## config.mk

```make
export PLATFORM = sky130hd
export DESIGN_NAME = sobd_decoder
export DESIGN_NICKNAME = d
export VERILOG_FILES = /design/src/design/sobd_pkg.sv /design/src/design/sobd_decoder.sv /design/src/design/sobd_lead_count.sv
export VERILOG_INCLUDE_DIRS = /design/src /design/src/design
export SDC_FILE = /design/constraint.sdc
export NUM_CORES = 2
export LEC_CHECK = 0
export ABC_AREA = 1
export BUFFER_PORTS_ARGS = -buffer_cell sky130_fd_sc_hd__buf_4
export CAP_MARGIN = 20
export CORE_ASPECT_RATIO = 0.7
export CORE_MARGIN = 2
export CORE_UTILIZATION = 25
export DETAILED_ROUTE_END_ITERATION = 8
export SLEW_MARGIN = 20
export SYNTH_ARGS = -nofsm -noshare
export SYNTH_HDL_FRONTEND = slang
export SYNTH_SLANG_ARGS = --single-unit
```

## constraint.sdc

```tcl
create_clock -name clk -period 0.9 [get_ports clk]
set_clock_uncertainty 0.2 [all_clocks]
set_input_delay 0.09 -clock clk [delete_from_list [all_inputs] [get_ports clk]]
set_output_delay 0.09 -clock clk [all_outputs]
set_load 0.02 [all_outputs]
```

## src/design/sobd_cfg.svh

```systemverilog
// constants for the secondary opcode and branch decoder
// assumes a 32-bit instruction word in the usual field layout
`ifndef SOBD_CFG_SVH
`define SOBD_CFG_SVH

// ****************************************************************
// instruction fields
// ****************************************************************
`define SOBD_F_OP 31:26
`define SOBD_F_RS 25:21
`define SOBD_F_RT 20:16
`define SOBD_F_RD 15:11
`define SOBD_F_FN 5:0
`define SOBD_F_IMM 15:0

// ****************************************************************
// primary opcodes that lead into the decoded groups
// ****************************************************************
`define SOBD_OP_SPECIAL 6'h00
`define SOBD_OP_REG_IMMEDIATE_GROUP 6'h01
`define SOBD_OP_BEQ 6'h04
`define SOBD_OP_BNE 6'h05
`define SOBD_OP_BRANCH_IF_NOT_POSITIVE 6'h06
`define SOBD_OP_BRANCH_IF_POSITIVE 6'h07
`define SOBD_OP_ADD_IMMEDIATE_TRAPPING 6'h08
`define SOBD_OP_ADD_IMMEDIATE_NONTRAPPING 6'h09
`define SOBD_OP_AND_WITH_IMMEDIATE 6'h0c
`define SOBD_OP_SYSCP 6'h10
`define SOBD_OP_BRANCH_IF_EQUAL_LIKELY 6'h14
`define SOBD_OP_BRANCH_IF_UNEQUAL_LIKELY 6'h15
`define SOBD_OP_BLEZL 6'h16
`define SOBD_OP_BGTZL 6'h17
`define SOBD_OP_EXTAR 6'h1c

// ****************************************************************
// function and field codes
// ****************************************************************
`define SOBD_FN_ADD 6'h20
`define SOBD_FN_ADDU 6'h21
`define SOBD_X_MACS 6'h00
`define SOBD_X_MACU 6'h01
`define SOBD_X_MULR 6'h02
`define SOBD_X_MDES 6'h04
`define SOBD_X_MDEU 6'h05
`define SOBD_X_CLZ 6'h20
`define SOBD_X_CLO 6'h21
`define SOBD_X_DBP 6'h3f
`define SOBD_RS_MF 5'h00
`define SOBD_RS_MT 5'h04
`define SOBD_C_XRD 6'h01
`define SOBD_C_XWI 6'h02
`define SOBD_C_XWR 6'h06
`define SOBD_C_XPR 6'h08
`define SOBD_C_EXCEPTION_RETURN 6'h18
`define SOBD_C_DRET 6'h1f
`define SOBD_C_WAIT 6'h20

// ****************************************************************
// link and branch figures
// ****************************************************************
`define SOBD_LINK_REG 5'h1f
`define SOBD_LINK_OFS 32'h0000_0008
`define SOBD_SLOT_OFS 32'h0000_0004
`define SOBD_ALL_BITS 6'h20

`endif

```

## src/design/sobd_pkg.sv

```systemverilog
// types shared by the decoder files
// assumes sobd_cfg.svh carries the numbers
package sobd_pkg;

    // ****************************************************************
    // operation classes
    // ****************************************************************
    typedef enum logic [4:0] {
        SOBD_NONE = 5'b00000,
        SOBD_MAC_S = 5'b00001,
        SOBD_MAC_U = 5'b00010,
        SOBD_MUL_R = 5'b00011,
        SOBD_MDE_S = 5'b00100,
        SOBD_MDE_U = 5'b00101,
        SOBD_CLZ = 5'b00110,
        SOBD_CLO = 5'b00111,
        SOBD_DBG_BP = 5'b01000,
        SOBD_BRANCH = 5'b01001,
        SOBD_TRAP_I = 5'b01010,
        SOBD_MOVE_FROM = 5'b01011,
        SOBD_MOVE_TO = 5'b01100,
        SOBD_XB_READ = 5'b01101,
        SOBD_XB_WR_IDX = 5'b01110,
        SOBD_XB_WR_RND = 5'b01111,
        SOBD_XB_PROBE = 5'b10000,
        SOBD_EXC_RET = 5'b10001,
        SOBD_DBG_RET = 5'b10010,
        SOBD_WAIT = 5'b10011,
        SOBD_ADD_IMM = 5'b10100,
        SOBD_AND_IMM = 5'b10101,
        SOBD_ADD_REG = 5'b10110,
        SOBD_RSVD = 5'b10111
    } sobd_op_type;

    // ****************************************************************
    // decode result handed to execute
    // ****************************************************************
    typedef struct packed {
        sobd_op_type op;
        logic reserved;
        logic branch;
        logic taken;
        logic likely;
        logic nullify;
        logic link;
        logic wr_en;
        logic [4:0] wr_addr;
        logic [31:0] wr_data;
        logic pc_load;
        logic [31:0] pc_value;
        logic trap;
        logic overflow;
        logic debug_exit;
    } sobd_dec_type;

endpackage : sobd_pkg

```

## src/design/sobd_decoder.sv

```systemverilog
// secondary opcode and branch decoder, registered at stage boundary
// assumes operands, pc and saved debug pc arrive on clk from the core
//
// Contract
// - extended group: function row/column picks multiply, counts
// - immediate group rt: branches, traps, links; rest reserved
// - coprocessor rs: move from, move to, op group
// - op group returns, wait; buffer ops need buffer
// - unconditional branch is equal-compare of r0, taken
// - link idiom on r0 always takes and links
// - linking branches always write pc plus 8
// - likely branch not taken nullifies next instruction
// - sign conditions from bit 31 and zero test
// - immediate add to rt, and-immediate zero-extends
// - debug return loads saved pc, exits debug
// - reserved encodings raise reserved-instruction exception
// - leading counts scan downward, 32 when uniform
`timescale 1ns/10ps
`include "sobd_cfg.svh"
module sobd_decoder (
    input wire logic clk,
    input wire logic rstn,
    input wire logic ce,
    input wire logic instr_valid,
    input wire logic [31:0] instr,
    input wire logic [31:0] rs_val,
    input wire logic [31:0] rt_val,
    input wire logic [31:0] pc,
    input wire logic [31:0] debug_saved_pc,
    input wire logic xlate_present,
    output sobd_pkg::sobd_dec_type dec_q,
    output logic dec_valid_q
);
    // ****************************************************************
    // field extraction
    // ****************************************************************
    wire [5:0] opc = instr[`SOBD_F_OP];
    wire [4:0] rs_f = instr[`SOBD_F_RS];
    wire [4:0] rt_f = instr[`SOBD_F_RT];
    wire [4:0] rd_f = instr[`SOBD_F_RD];
    wire [5:0] fn = instr[`SOBD_F_FN];
    wire [15:0] imm = instr[`SOBD_F_IMM];
    wire [31:0] simm = {{16{imm[15]}}, imm};
    wire [31:0] zimm = {16'h0000, imm};
    // register zero reads as zero whatever the file hands us
    wire [31:0] rs_e = (rs_f == 5'h00) ? 32'h0 : rs_val;
    wire [31:0] rt_e = (rt_f == 5'h00) ? 32'h0 : rt_val;

    // ****************************************************************
    // group selects
    // ****************************************************************
    wire g_ext = (opc == `SOBD_OP_EXTAR);
    wire g_rim = (opc == `SOBD_OP_REG_IMMEDIATE_GROUP);
    wire g_scp = (opc == `SOBD_OP_SYSCP);
    wire g_beq = (opc == `SOBD_OP_BEQ) || (opc == `SOBD_OP_BRANCH_IF_EQUAL_LIKELY);
    wire g_bne = (opc == `SOBD_OP_BNE) || (opc == `SOBD_OP_BRANCH_IF_UNEQUAL_LIKELY);
    wire g_branch_if_not_positive = (opc == `SOBD_OP_BRANCH_IF_NOT_POSITIVE) || (opc == `SOBD_OP_BLEZL);
    wire g_branch_if_positive = (opc == `SOBD_OP_BRANCH_IF_POSITIVE) || (opc == `SOBD_OP_BGTZL);
    wire g_pri_br = g_beq || g_bne || g_branch_if_not_positive || g_branch_if_positive;
    wire pri_likely = g_pri_br && opc[4];
    wire g_add_immediate_trapping = (opc == `SOBD_OP_ADD_IMMEDIATE_TRAPPING) || (opc == `SOBD_OP_ADD_IMMEDIATE_NONTRAPPING);
    wire g_and_with_immediate = (opc == `SOBD_OP_AND_WITH_IMMEDIATE);
    wire g_addr = (opc == `SOBD_OP_SPECIAL)
        && ((fn == `SOBD_FN_ADD) || (fn == `SOBD_FN_ADDU));

    // ****************************************************************
    // sign-based and equality conditions
    // ****************************************************************
    wire rs_zero = (rs_e == 32'h0);
    wire c_gez = ~rs_e[31];
    wire c_ltz = rs_e[31];
    wire c_gtz = ~rs_e[31] && !rs_zero;
    wire c_lez = rs_e[31] || rs_zero;
    wire c_eq = (rs_e == rt_e);

    // immediate group rows: 00 branch, 01 trap, 10 link
    wire rim_br = g_rim && (rt_f[4:3] == 2'b00) && !rt_f[2];
    wire rim_lk = g_rim && (rt_f[4:3] == 2'b10) && !rt_f[2];
    wire rim_tr = g_rim && (rt_f[4:3] == 2'b01)
        && ((rt_f[2:0] <= 3'h4) || (rt_f[2:0] == 3'h6));
    wire rim_c = rt_f[0] ? c_gez : c_ltz;

    wire br_any = g_pri_br || rim_br || rim_lk;
    wire br_likely = pri_likely || ((rim_br || rim_lk) && rt_f[1]);
    wire br_cond = g_beq ? c_eq : g_bne ? !c_eq : g_branch_if_not_positive ? c_lez
        : g_branch_if_positive ? c_gtz : rim_c;

    // immediate trap compares
    wire t_ges = ($signed(rs_e) >= $signed(simm));
    wire t_geu = (rs_e >= simm);
    wire [2:0] tsel = rt_f[2:0];
    wire t_cond = (tsel == 3'h0) ? t_ges : (tsel == 3'h1) ? t_geu
        : (tsel == 3'h2) ? !t_ges : (tsel == 3'h3) ? !t_geu
        : (tsel == 3'h4) ? (rs_e == simm) : (rs_e != simm);

    // ****************************************************************
    // extended group and coprocessor op decode
    // ****************************************************************
    wire x_mac_s = g_ext && (fn == `SOBD_X_MACS);
    wire x_mac_u = g_ext && (fn == `SOBD_X_MACU);
    wire x_mul_r = g_ext && (fn == `SOBD_X_MULR);
    wire x_mde_s = g_ext && (fn == `SOBD_X_MDES);
    wire x_mde_u = g_ext && (fn == `SOBD_X_MDEU);
    wire x_clz = g_ext && (fn == `SOBD_X_CLZ);
    wire x_clo = g_ext && (fn == `SOBD_X_CLO);
    wire x_dbp = g_ext && (fn == `SOBD_X_DBP);
    wire s_mf = g_scp && (rs_f == `SOBD_RS_MF);
    wire s_mt = g_scp && (rs_f == `SOBD_RS_MT);
    wire s_co = g_scp && rs_f[4];
    // buffer ops stay reserved on parts built without the buffer
    wire c_xrd = s_co && xlate_present && (fn == `SOBD_C_XRD);
    wire c_xwi = s_co && xlate_present && (fn == `SOBD_C_XWI);
    wire c_xwr = s_co && xlate_present && (fn == `SOBD_C_XWR);
    wire c_xpr = s_co && xlate_present && (fn == `SOBD_C_XPR);
    wire c_exception_return = s_co && (fn == `SOBD_C_EXCEPTION_RETURN);
    wire c_dret = s_co && (fn == `SOBD_C_DRET);
    wire c_wait = s_co && (fn == `SOBD_C_WAIT);

    wire ext_ok = x_mac_s || x_mac_u || x_mul_r || x_mde_s || x_mde_u
        || x_clz || x_clo || x_dbp;
    wire co_ok = c_xrd || c_xwi || c_xwr || c_xpr || c_exception_return || c_dret
        || c_wait;
    // anything inside a decoded group that matched nothing is reserved
    wire rsvd = (g_ext && !ext_ok)
        || (g_rim && !(rim_br || rim_lk || rim_tr))
        || (g_scp && !(s_mf || s_mt || (s_co && co_ok)));

    // ****************************************************************
    // datapath results
    // ****************************************************************
    logic [5:0] lead_cnt;
    sobd_lead_count sobd_lead_count_inst (
        .value(rs_e),
        .count_ones(x_clo),
        .count(lead_cnt)
    );
    wire [31:0] sum_i = rs_e + simm;
    wire [31:0] sum_r = rs_e + rt_e;
    wire [31:0] prod = rs_e * rt_e;
    wire ovf_i = (opc == `SOBD_OP_ADD_IMMEDIATE_TRAPPING) && (rs_e[31] == simm[31])
        && (sum_i[31] != rs_e[31]);
    wire ovf_r = g_addr && (fn == `SOBD_FN_ADD)
        && (rs_e[31] == rt_e[31]) && (sum_r[31] != rs_e[31]);
    wire ovf = ovf_i || ovf_r;
    wire [31:0] link_val = pc + `SOBD_LINK_OFS;
    wire [31:0] br_tgt = pc + `SOBD_SLOT_OFS
        + {simm[29:0], 2'b00};

    // ****************************************************************
    // combinational decode, captured at the stage boundary
    // ****************************************************************
    sobd_pkg::sobd_dec_type dec_d;
    always_comb begin
        dec_d = '0;
        dec_d.op = sobd_pkg::SOBD_NONE;
        if (rsvd) begin
            dec_d.op = sobd_pkg::SOBD_RSVD;
            dec_d.reserved = 1'b1;
        end else if (br_any) begin
            dec_d.op = sobd_pkg::SOBD_BRANCH;
            dec_d.branch = 1'b1;
            dec_d.taken = br_cond;
            dec_d.likely = br_likely;
            dec_d.nullify = br_likely && !br_cond;
            dec_d.pc_load = br_cond;
            dec_d.pc_value = br_tgt;
            dec_d.link = rim_lk;
            dec_d.wr_en = rim_lk;
            dec_d.wr_addr = rim_lk ? `SOBD_LINK_REG : 5'h00;
            dec_d.wr_data = rim_lk ? link_val : 32'h0;
        end else if (rim_tr) begin
            dec_d.op = sobd_pkg::SOBD_TRAP_I;
            dec_d.trap = t_cond;
        end else if (g_add_immediate_trapping || g_addr) begin
            dec_d.op = g_add_immediate_trapping ? sobd_pkg::SOBD_ADD_IMM
                : sobd_pkg::SOBD_ADD_REG;
            dec_d.overflow = ovf;
            dec_d.wr_en = !ovf;
            dec_d.wr_addr = g_add_immediate_trapping ? rt_f : rd_f;
            dec_d.wr_data = g_add_immediate_trapping ? sum_i : sum_r;
        end else if (g_and_with_immediate) begin
            dec_d.op = sobd_pkg::SOBD_AND_IMM;
            dec_d.wr_en = 1'b1;
            dec_d.wr_addr = rt_f;
            dec_d.wr_data = rs_e & zimm;
        end else if (x_clz || x_clo) begin
            dec_d.op = x_clz ? sobd_pkg::SOBD_CLZ : sobd_pkg::SOBD_CLO;
            dec_d.wr_en = 1'b1;
            dec_d.wr_addr = rd_f;
            dec_d.wr_data = {26'h0, lead_cnt};
        end else if (x_mul_r) begin
            dec_d.op = sobd_pkg::SOBD_MUL_R;
            dec_d.wr_en = 1'b1;
            dec_d.wr_addr = rd_f;
            dec_d.wr_data = prod;
        end else if (c_dret) begin
            dec_d.op = sobd_pkg::SOBD_DBG_RET;
            dec_d.pc_load = 1'b1;
            dec_d.pc_value = debug_saved_pc;
            dec_d.debug_exit = 1'b1;
        end else begin
            dec_d.op = x_mac_s ? sobd_pkg::SOBD_MAC_S
                : x_mac_u ? sobd_pkg::SOBD_MAC_U
                : x_mde_s ? sobd_pkg::SOBD_MDE_S
                : x_mde_u ? sobd_pkg::SOBD_MDE_U
                : x_dbp ? sobd_pkg::SOBD_DBG_BP
                : s_mf ? sobd_pkg::SOBD_MOVE_FROM
                : s_mt ? sobd_pkg::SOBD_MOVE_TO
                : c_xrd ? sobd_pkg::SOBD_XB_READ
                : c_xwi ? sobd_pkg::SOBD_XB_WR_IDX
                : c_xwr ? sobd_pkg::SOBD_XB_WR_RND
                : c_xpr ? sobd_pkg::SOBD_XB_PROBE
                : c_exception_return ? sobd_pkg::SOBD_EXC_RET
                : c_wait ? sobd_pkg::SOBD_WAIT
                : sobd_pkg::SOBD_NONE;
        end
    end

    // stage register; a bubble clears the result so nothing acts twice
    always_ff @(posedge clk or negedge rstn) begin
        if (!rstn) begin
            dec_q <= '0;
            dec_valid_q <= 1'b0;
        end else if (ce) begin
            dec_q <= instr_valid ? dec_d : '0;
            dec_valid_q <= instr_valid;
        end
    end
endmodule : sobd_decoder

```

## src/design/sobd_lead_count.sv

```systemverilog
// leading ones or zeros counter for a 32-bit word
// assumes purely combinational use inside the decoder
`timescale 1ns/10ps
module sobd_lead_count (
    input wire logic [31:0] value,
    input wire logic count_ones,
    output logic [5:0] count
);
    logic [31:0] run;

    // a bit counts only while every bit above it matched too
    genvar gi;
    generate
        for (gi = 0; gi < 32; gi = gi + 1) begin : g_run
            if (gi == 31) begin : g_top
                assign run[gi] = ~(value[gi] ^ count_ones);
            end else begin : g_rest
                assign run[gi] = run[gi+1] & ~(value[gi] ^ count_ones);
            end
        end
    endgenerate

    // population of the run gives 32 when all bits match
    always_comb begin
        count = 6'h00;
        for (int i = 0; i < 32; i++) begin
            count = count + {5'h00, run[i]};
        end
    end
endmodule : sobd_lead_count

```

==> Word-level counts from Yosys, hierarchy flattened <==
Index checks and enable logic that the tools add are counted.
W data, S select, Z words.
{ "word_totals": {"ram_bits": 0, "input_bits": 165, "latchBits": 0, "memories": 0, "reg_bits": 86, "rom_bits": 0} }
{ "classes": {"n_mul": 1, "n_lt_le_gt_ge": 3, "bitwise_logic": 97, "n_mux": 63, "n_div": 0, "eq_ne": 40, "add_sub_neg": 36, "shifts": 0, "n_reduce_logical": 92} }
{ "ops": {"columns": ["cell", "n"], "rows": [
  ["$add A6 B1 Y6", 30],
  ["$mux W33", 5],
  ["$mux W38", 4],
  ["$mux W71", 2],
  ["$mux W32", 4],
  ["$mux W5", 24],
  ["$add A32 B32 Y32", 3],
  ["$mux W85", 1],
  ["$mux W79", 1],
  ["$eq A32 B32 Y1", 2],
  ["$eq A6 B5 Y1 const B", 8],
  ["$eq A6 B3 Y1 const B", 7],
  ["$logic_and A1 B1 Y1", 39],
  ["$logic_or A1 B1 Y1", 36],
  ["$not A1 Y1", 33],
  ["$add A32 B3 Y32 const B", 1],
  ["$add A32 B4 Y32 const B", 1],
  ["$and A32 B16 Y32", 1],
  ["$ge A32 B16 Y1", 1],
  ["$ge A32 B32 Y1", 1],
  ["$logic_not A32 Y1", 1],
  ["$mul A32 B32 Y32", 1],
  ["$ne A32 B32 Y1", 1],
  ["$xor A1 B1 Y1", 32],
  ["other kinds (23)", 93]
]} }

==> Longest topological paths before layout <==
{ "logic_depth": {"ltp_word": 73, "depth_mapped": 44, "ltp_nobuf": 43} }

==> Cells and area by module <==
From an unflattened synthesis, not the netlist that was laid out.
{ "hier_totals": {"hier_cells": 4134, "area_unflattened_um2": 29477.0} }
{ "by_module_without_submodules": {"columns": ["module", "cells_per_inst", "area_per_inst_um2", "n_inst"], "rows": [
  ["sobd_decoder", 3933, 28018.1, 1],
  ["sobd_lead_count", 201, 1458.9, 1]
]} }

==> Least setup slack after synthesis <==
No wires, ideal clock.
{ "synth_path": {"kind": "input to register", "start": "input instr[23]", "end": "register dec_q[60] (netlist bit)", "path_stages": 35, "path_slack_ps": -6778, "arrival_ps": 7360, "path_buffers": 4, "path_cell_list": "inv_1 -> nand3_2 -> buf_4 -> buf_2 -> nand2_1 -> inv_1 -> clkbuf_1 -> buf_1 -> ha_1 -> inv_1 -> fa_1 -> inv_1 -> fa_1 -> fa_1 -> fa_1 -> inv_1 -> fa_1 -> inv_1 -> fa_1 -> fa_1 -> inv_1 -> fa_1 -> inv_1 -> ha_1 -> a21oi_1 -> o21ai_0 -> a21oi_1 -> nand3_1 -> a31o_2 -> or2_2 -> nand3_1 -> nand3_1 -> nand3_1 -> a21oi_1 -> a21o_1"} }
{ "synth_between": {"elab_chain_len": 11, "elab_cells_between_ends": 23} }
{ "synth_lines": {"columns": ["element", "line_no", "text"], "rows": [
  ["start: declaration", "sobd_decoder.sv:25", "input wire logic [31:0] instr,"],
  ["$logic_not A5 Y1", "sobd_decoder.sv:46", "wire [31:0] rs_e = (rs_f == 5'h00) ? 32'h0 : rs_val;"],
  ["$mux W32", "sobd_decoder.sv:46", null],
  ["$mul A32 B32 Y32", "sobd_decoder.sv:139", "wire [31:0] prod = rs_e * rt_e;"],
  ["$mux W38", "sobd_decoder.sv:191", "end else if (x_mul_r) begin"],
  ["$mux W38", "sobd_decoder.sv:186", "end else if (x_clz || x_clo) begin"],
  ["$mux W38", "sobd_decoder.sv:181", "end else if (g_and_with_immediate) begin"],
  ["$mux W38", "sobd_decoder.sv:174", "end else if (g_add_immediate_trapping || g_addr) begin"],
  ["$mux W71", "sobd_decoder.sv:171", "end else if (rim_tr) begin"],
  ["$mux W71", "sobd_decoder.sv:159", "end else if (br_any) begin"],
  ["$mux W79 (*)", "sobd_decoder.sv:156", "if (rsvd) begin"],
  ["$mux W85 (*)", "sobd_decoder.sv:225", "dec_q <= instr_valid ? dec_d : '0;"],
  ["end signal: assignment", "sobd_decoder.sv:225", null],
  ["end: declaration", "sobd_decoder.sv:31", "output sobd_pkg::sobd_dec_type dec_q,"]
]} }
Every way passes the cells marked *; elsewhere a longest branch is shown, timed or not.
A chain may end at the register's enable or synchronous reset.

==> Worst setup path after layout <==
{ "layout_path": {"start": "input instr[25]", "end": "register dec_q[62] (netlist bit)"} }
{ "layout_between": {"elab_chain_len": 16, "elab_cells_between_ends": 39} }
{ "layout_lines": {"columns": ["element", "line_no"], "rows": [
  ["branches (longest 14 deep; another with $mul A32 B32 Y32)", null],
  ["$mux W79 (*)", "sobd_decoder.sv:156"],
  ["$mux W85 (*)", "sobd_decoder.sv:225"]
]} }
Every way passes the cells marked *.

==> out/qor.csv <==
metric;value;unit
status;finished with violations;
failing checks;negative hold slack, negative setup slack;
hold crit path type;input port to flip-flop;
CP max FO;7;
top post-synthesis cells by area;fa_1 (30%), nand2_1 (13%), ha_1 (12%);
Clock Power Share;2.1;%
HP Start;pc[0];
Cell Rows;105;
post-synth top area cell;fa_1;
Post-DP Area;42900;µm²
clock buffer depth;2;
fmax;139;MHz
wire per inst;21.2;µm
final wirelength;150000;µm
largest net degree at the start of global routing;35;
drt initial violations;3548;
grt total ovfl;0;
number of global-route vias before repair;34200;
clock tree root driver cell;clkbuf_16;
die area;120000;µm²
CTS Buf Count;9;
layout cells sized above 1;37.9;%
pre-CTS setup slack;-7630;ps
Placed Cells;6915;
via/cell ratio;4.83;
register area share after synthesis;7.31;%
clk slew on worst S/H paths;70;ps
Final period util;802;%
WS Path Type;input port to flip-flop;
antenna violations before repair;4;
MaxCap Viol Count;0;
post-synth top area share;29.6;%
# H-tree levels;3;
Psw;109;mW
Yosys Warn Count;0;
total power;210;mW
CP endpoint kind;flip-flop;
Crit path arrival time;7280;ps
Logic pwr share;96.0;%
CP peak stage delay;530;ps
Slowest cell on crit path;fa_1;
Internal Pwr Total;101;mW
core area;117000;µm²
Main synth FF type;dfrtp_1;
Port Buffers;250;
PD cells;4470;nW/µm²
Die Wd;414;µm
Sw Ratio;52.0;%
fin area;47000;µm²
most numerous cell in the Yosys netlist;nand2_1;
Fin. Hold Viols;12;
largest vdd supply drop;0.00842;V
Post-synth EDFFs;0;
starting density of the core;25.2;%
Die Height;291;µm
Finished Layout Cells;7096;
Pleak;24.3;nW
Final Critical Period;7220;ps
CTS tree;built;
area grow syn2layout;59.8;%
setup repair after global routing missed its margin;true;
Most common cell on crit path;fa_1;
Worst Max-Slew Pin Slew;911;ps
first-pass GRT wire length;223000;µm
Commonest cells post-synth;nand2_1 (1,030), inv_1 (878), fa_1 (435);
CP Data Required Time;960;ps
FFs w/ async S/R, synth;100;%
Syn Nets;5082;
Startpoint Class;input port;
final worst slack;-6320;ps
Flop pwr share;1.9;%
Ports;251;
Slew headroom;39.1;%
gr usage total;24.6;%
Via Count;34300;
gpl congestion;1.01;
# hold bufs at CTS;30;
Pre-antenna DRT Iters;6;
Final #Nets;6417;
remaining antenna violation count after routing;0;
Reg-to-Reg Start;dec_q[54]$_DFFE_PN0P_;
drc violations;0;
HPWL after DPL;127000;µm
Seq cells post-synth;86;
final setup vio count;171;
fin. max-slew vios;0;
Worst-Skew Late Latency;370;ps
area of the mapped netlist;29400;µm²
Hold Slack;-164;ps
start point of the critical path;instr[25];
Sink Count;86;
Avg Inst Size Synth;7.00;µm²
Mapped Cells;4200;
Netlist cell types;57;
-- critical path: cells and delay by family --
| family | cells | cell delay (ps) |
|---|---|---|
| buf+inv | 14 | 1410 |
| simple gates | 16 | 1430 |
| compound gates | 3 | 240 |
| fa+ha+maj | 9 | 4110 |
-- sequential cells by signal, summed over array words and instances, names as in the netlist --
name and count:
dec_q 85, dec_valid_q 1
-- final cells by class --
type / count / area (µm²)
inverters: 919 / 3750
well taps: 1551 / 1940
flip-flops and latches: 86 / 2150
repair inverters: 3 / 33.8
repair buffers: 1431 / 12200
fillers: 11800 / 69900
multi-input cells: 3085 / 26600
clock buffers: 11 / 243
diodes: 5 / 12.5
clock inverters: 5 / 82.6
-- worst paths after layout --
kind / endpoint / slack [ps] / depth (start not counted)
min in group asynchronous: dec_q[10]$_DFFE_PN0P_ / 80 / 3
setup reg to reg: dec_q[54]$_DFFE_PN0P_ / -100 / 1
setup / recovery: dec_q[62]$_DFFE_PN0P_ / -6320 / 42
max in group asynchronous: dec_q[24]$_DFFE_PN0P_ / 200 / 3
hold / removal: dec_q[3]$_DFFE_PN0P_ / -160 / 3
hold reg to reg: dec_q[60]$_DFFE_PN0P_ / 280 / 1
-- metal layers --
layer	vias up	track usage [%]	part of all wire [%]	wire length, µm
met5	-	0	0.018	27
met4	4	5.74	2.8	4150
met3	212	6.59	11	16500
met2	1583	35.1	40	60800
met1	16700	36.3	46	68800
li1	15800	-	-	-
-- per-stage QoR --
stage / utilization, % / hold WS [ps] / TNS (ps)
after global routing: 40.2 / -155 / -309670
after global placement: 36.7 / -83.4 / -321950
after detailed placement: 36.7 / -74.6 / -321530
after floorplan: - / -406 / -248880
final: 40.2 / -164 / -295460
after CTS: 39.2 / -192 / -483050
-- repair_timing --
| item | CTS | global route |
|---|---|---|
| setup endpoints to repair | 171 | 171 |
| resized for setup | 366 | 324 |
| buffers inserted | 126 | 47 |
| hold endpoints to repair | 126 | 8 |
| pin swaps | 151 | 172 |
| cloned | 5 | 2 |
-- cell usage in the layout (no fill, tap or decap), types with 45 or more instances in the layout --
cell type | netlist | layout
nor2_1 | 327 | 293
nand3_1 | 205 | 159
nand2_1 | 1030 | 873
buf_12 | 0 | 73
buf_4 | 1 | 1235
ha_4 | 0 | 68
nand2_2 | 9 | 104
inv_2 | 19 | 108
xor2_1 | 50 | 49
inv_1 | 878 | 756
a21oi_1 | 217 | 176
o21ai_0 | 186 | 123
buf_6 | 1 | 83
dfrtp_1 | 86 | 86
ha_1 | 282 | 209
fa_1 | 435 | 390
fa_2 | 0 | 45
-- kinds of logic after synthesis --
logic type	after synthesis	share of synthesized area, %
compound gates	571	11.3
xor+xnor	79	2.35
fa+ha+maj	717	41.6
buf+inv	1029	13.2
flops	86	7.31
simple gates	1718	24.2
-- power by group through the flow --
stage                     logic [mW]  registers (mW)  clock network [mW]
after global routing             212            4.06                4.54
after floorplan                  108            4.24                   0
after CTS                        184            4.04                4.40
after global placement           162            4.11                   0
after detailed placement         163            4.12                   0
final                            202            4.05                4.35
No activity file was read; power rests on OpenSTA's default activity.
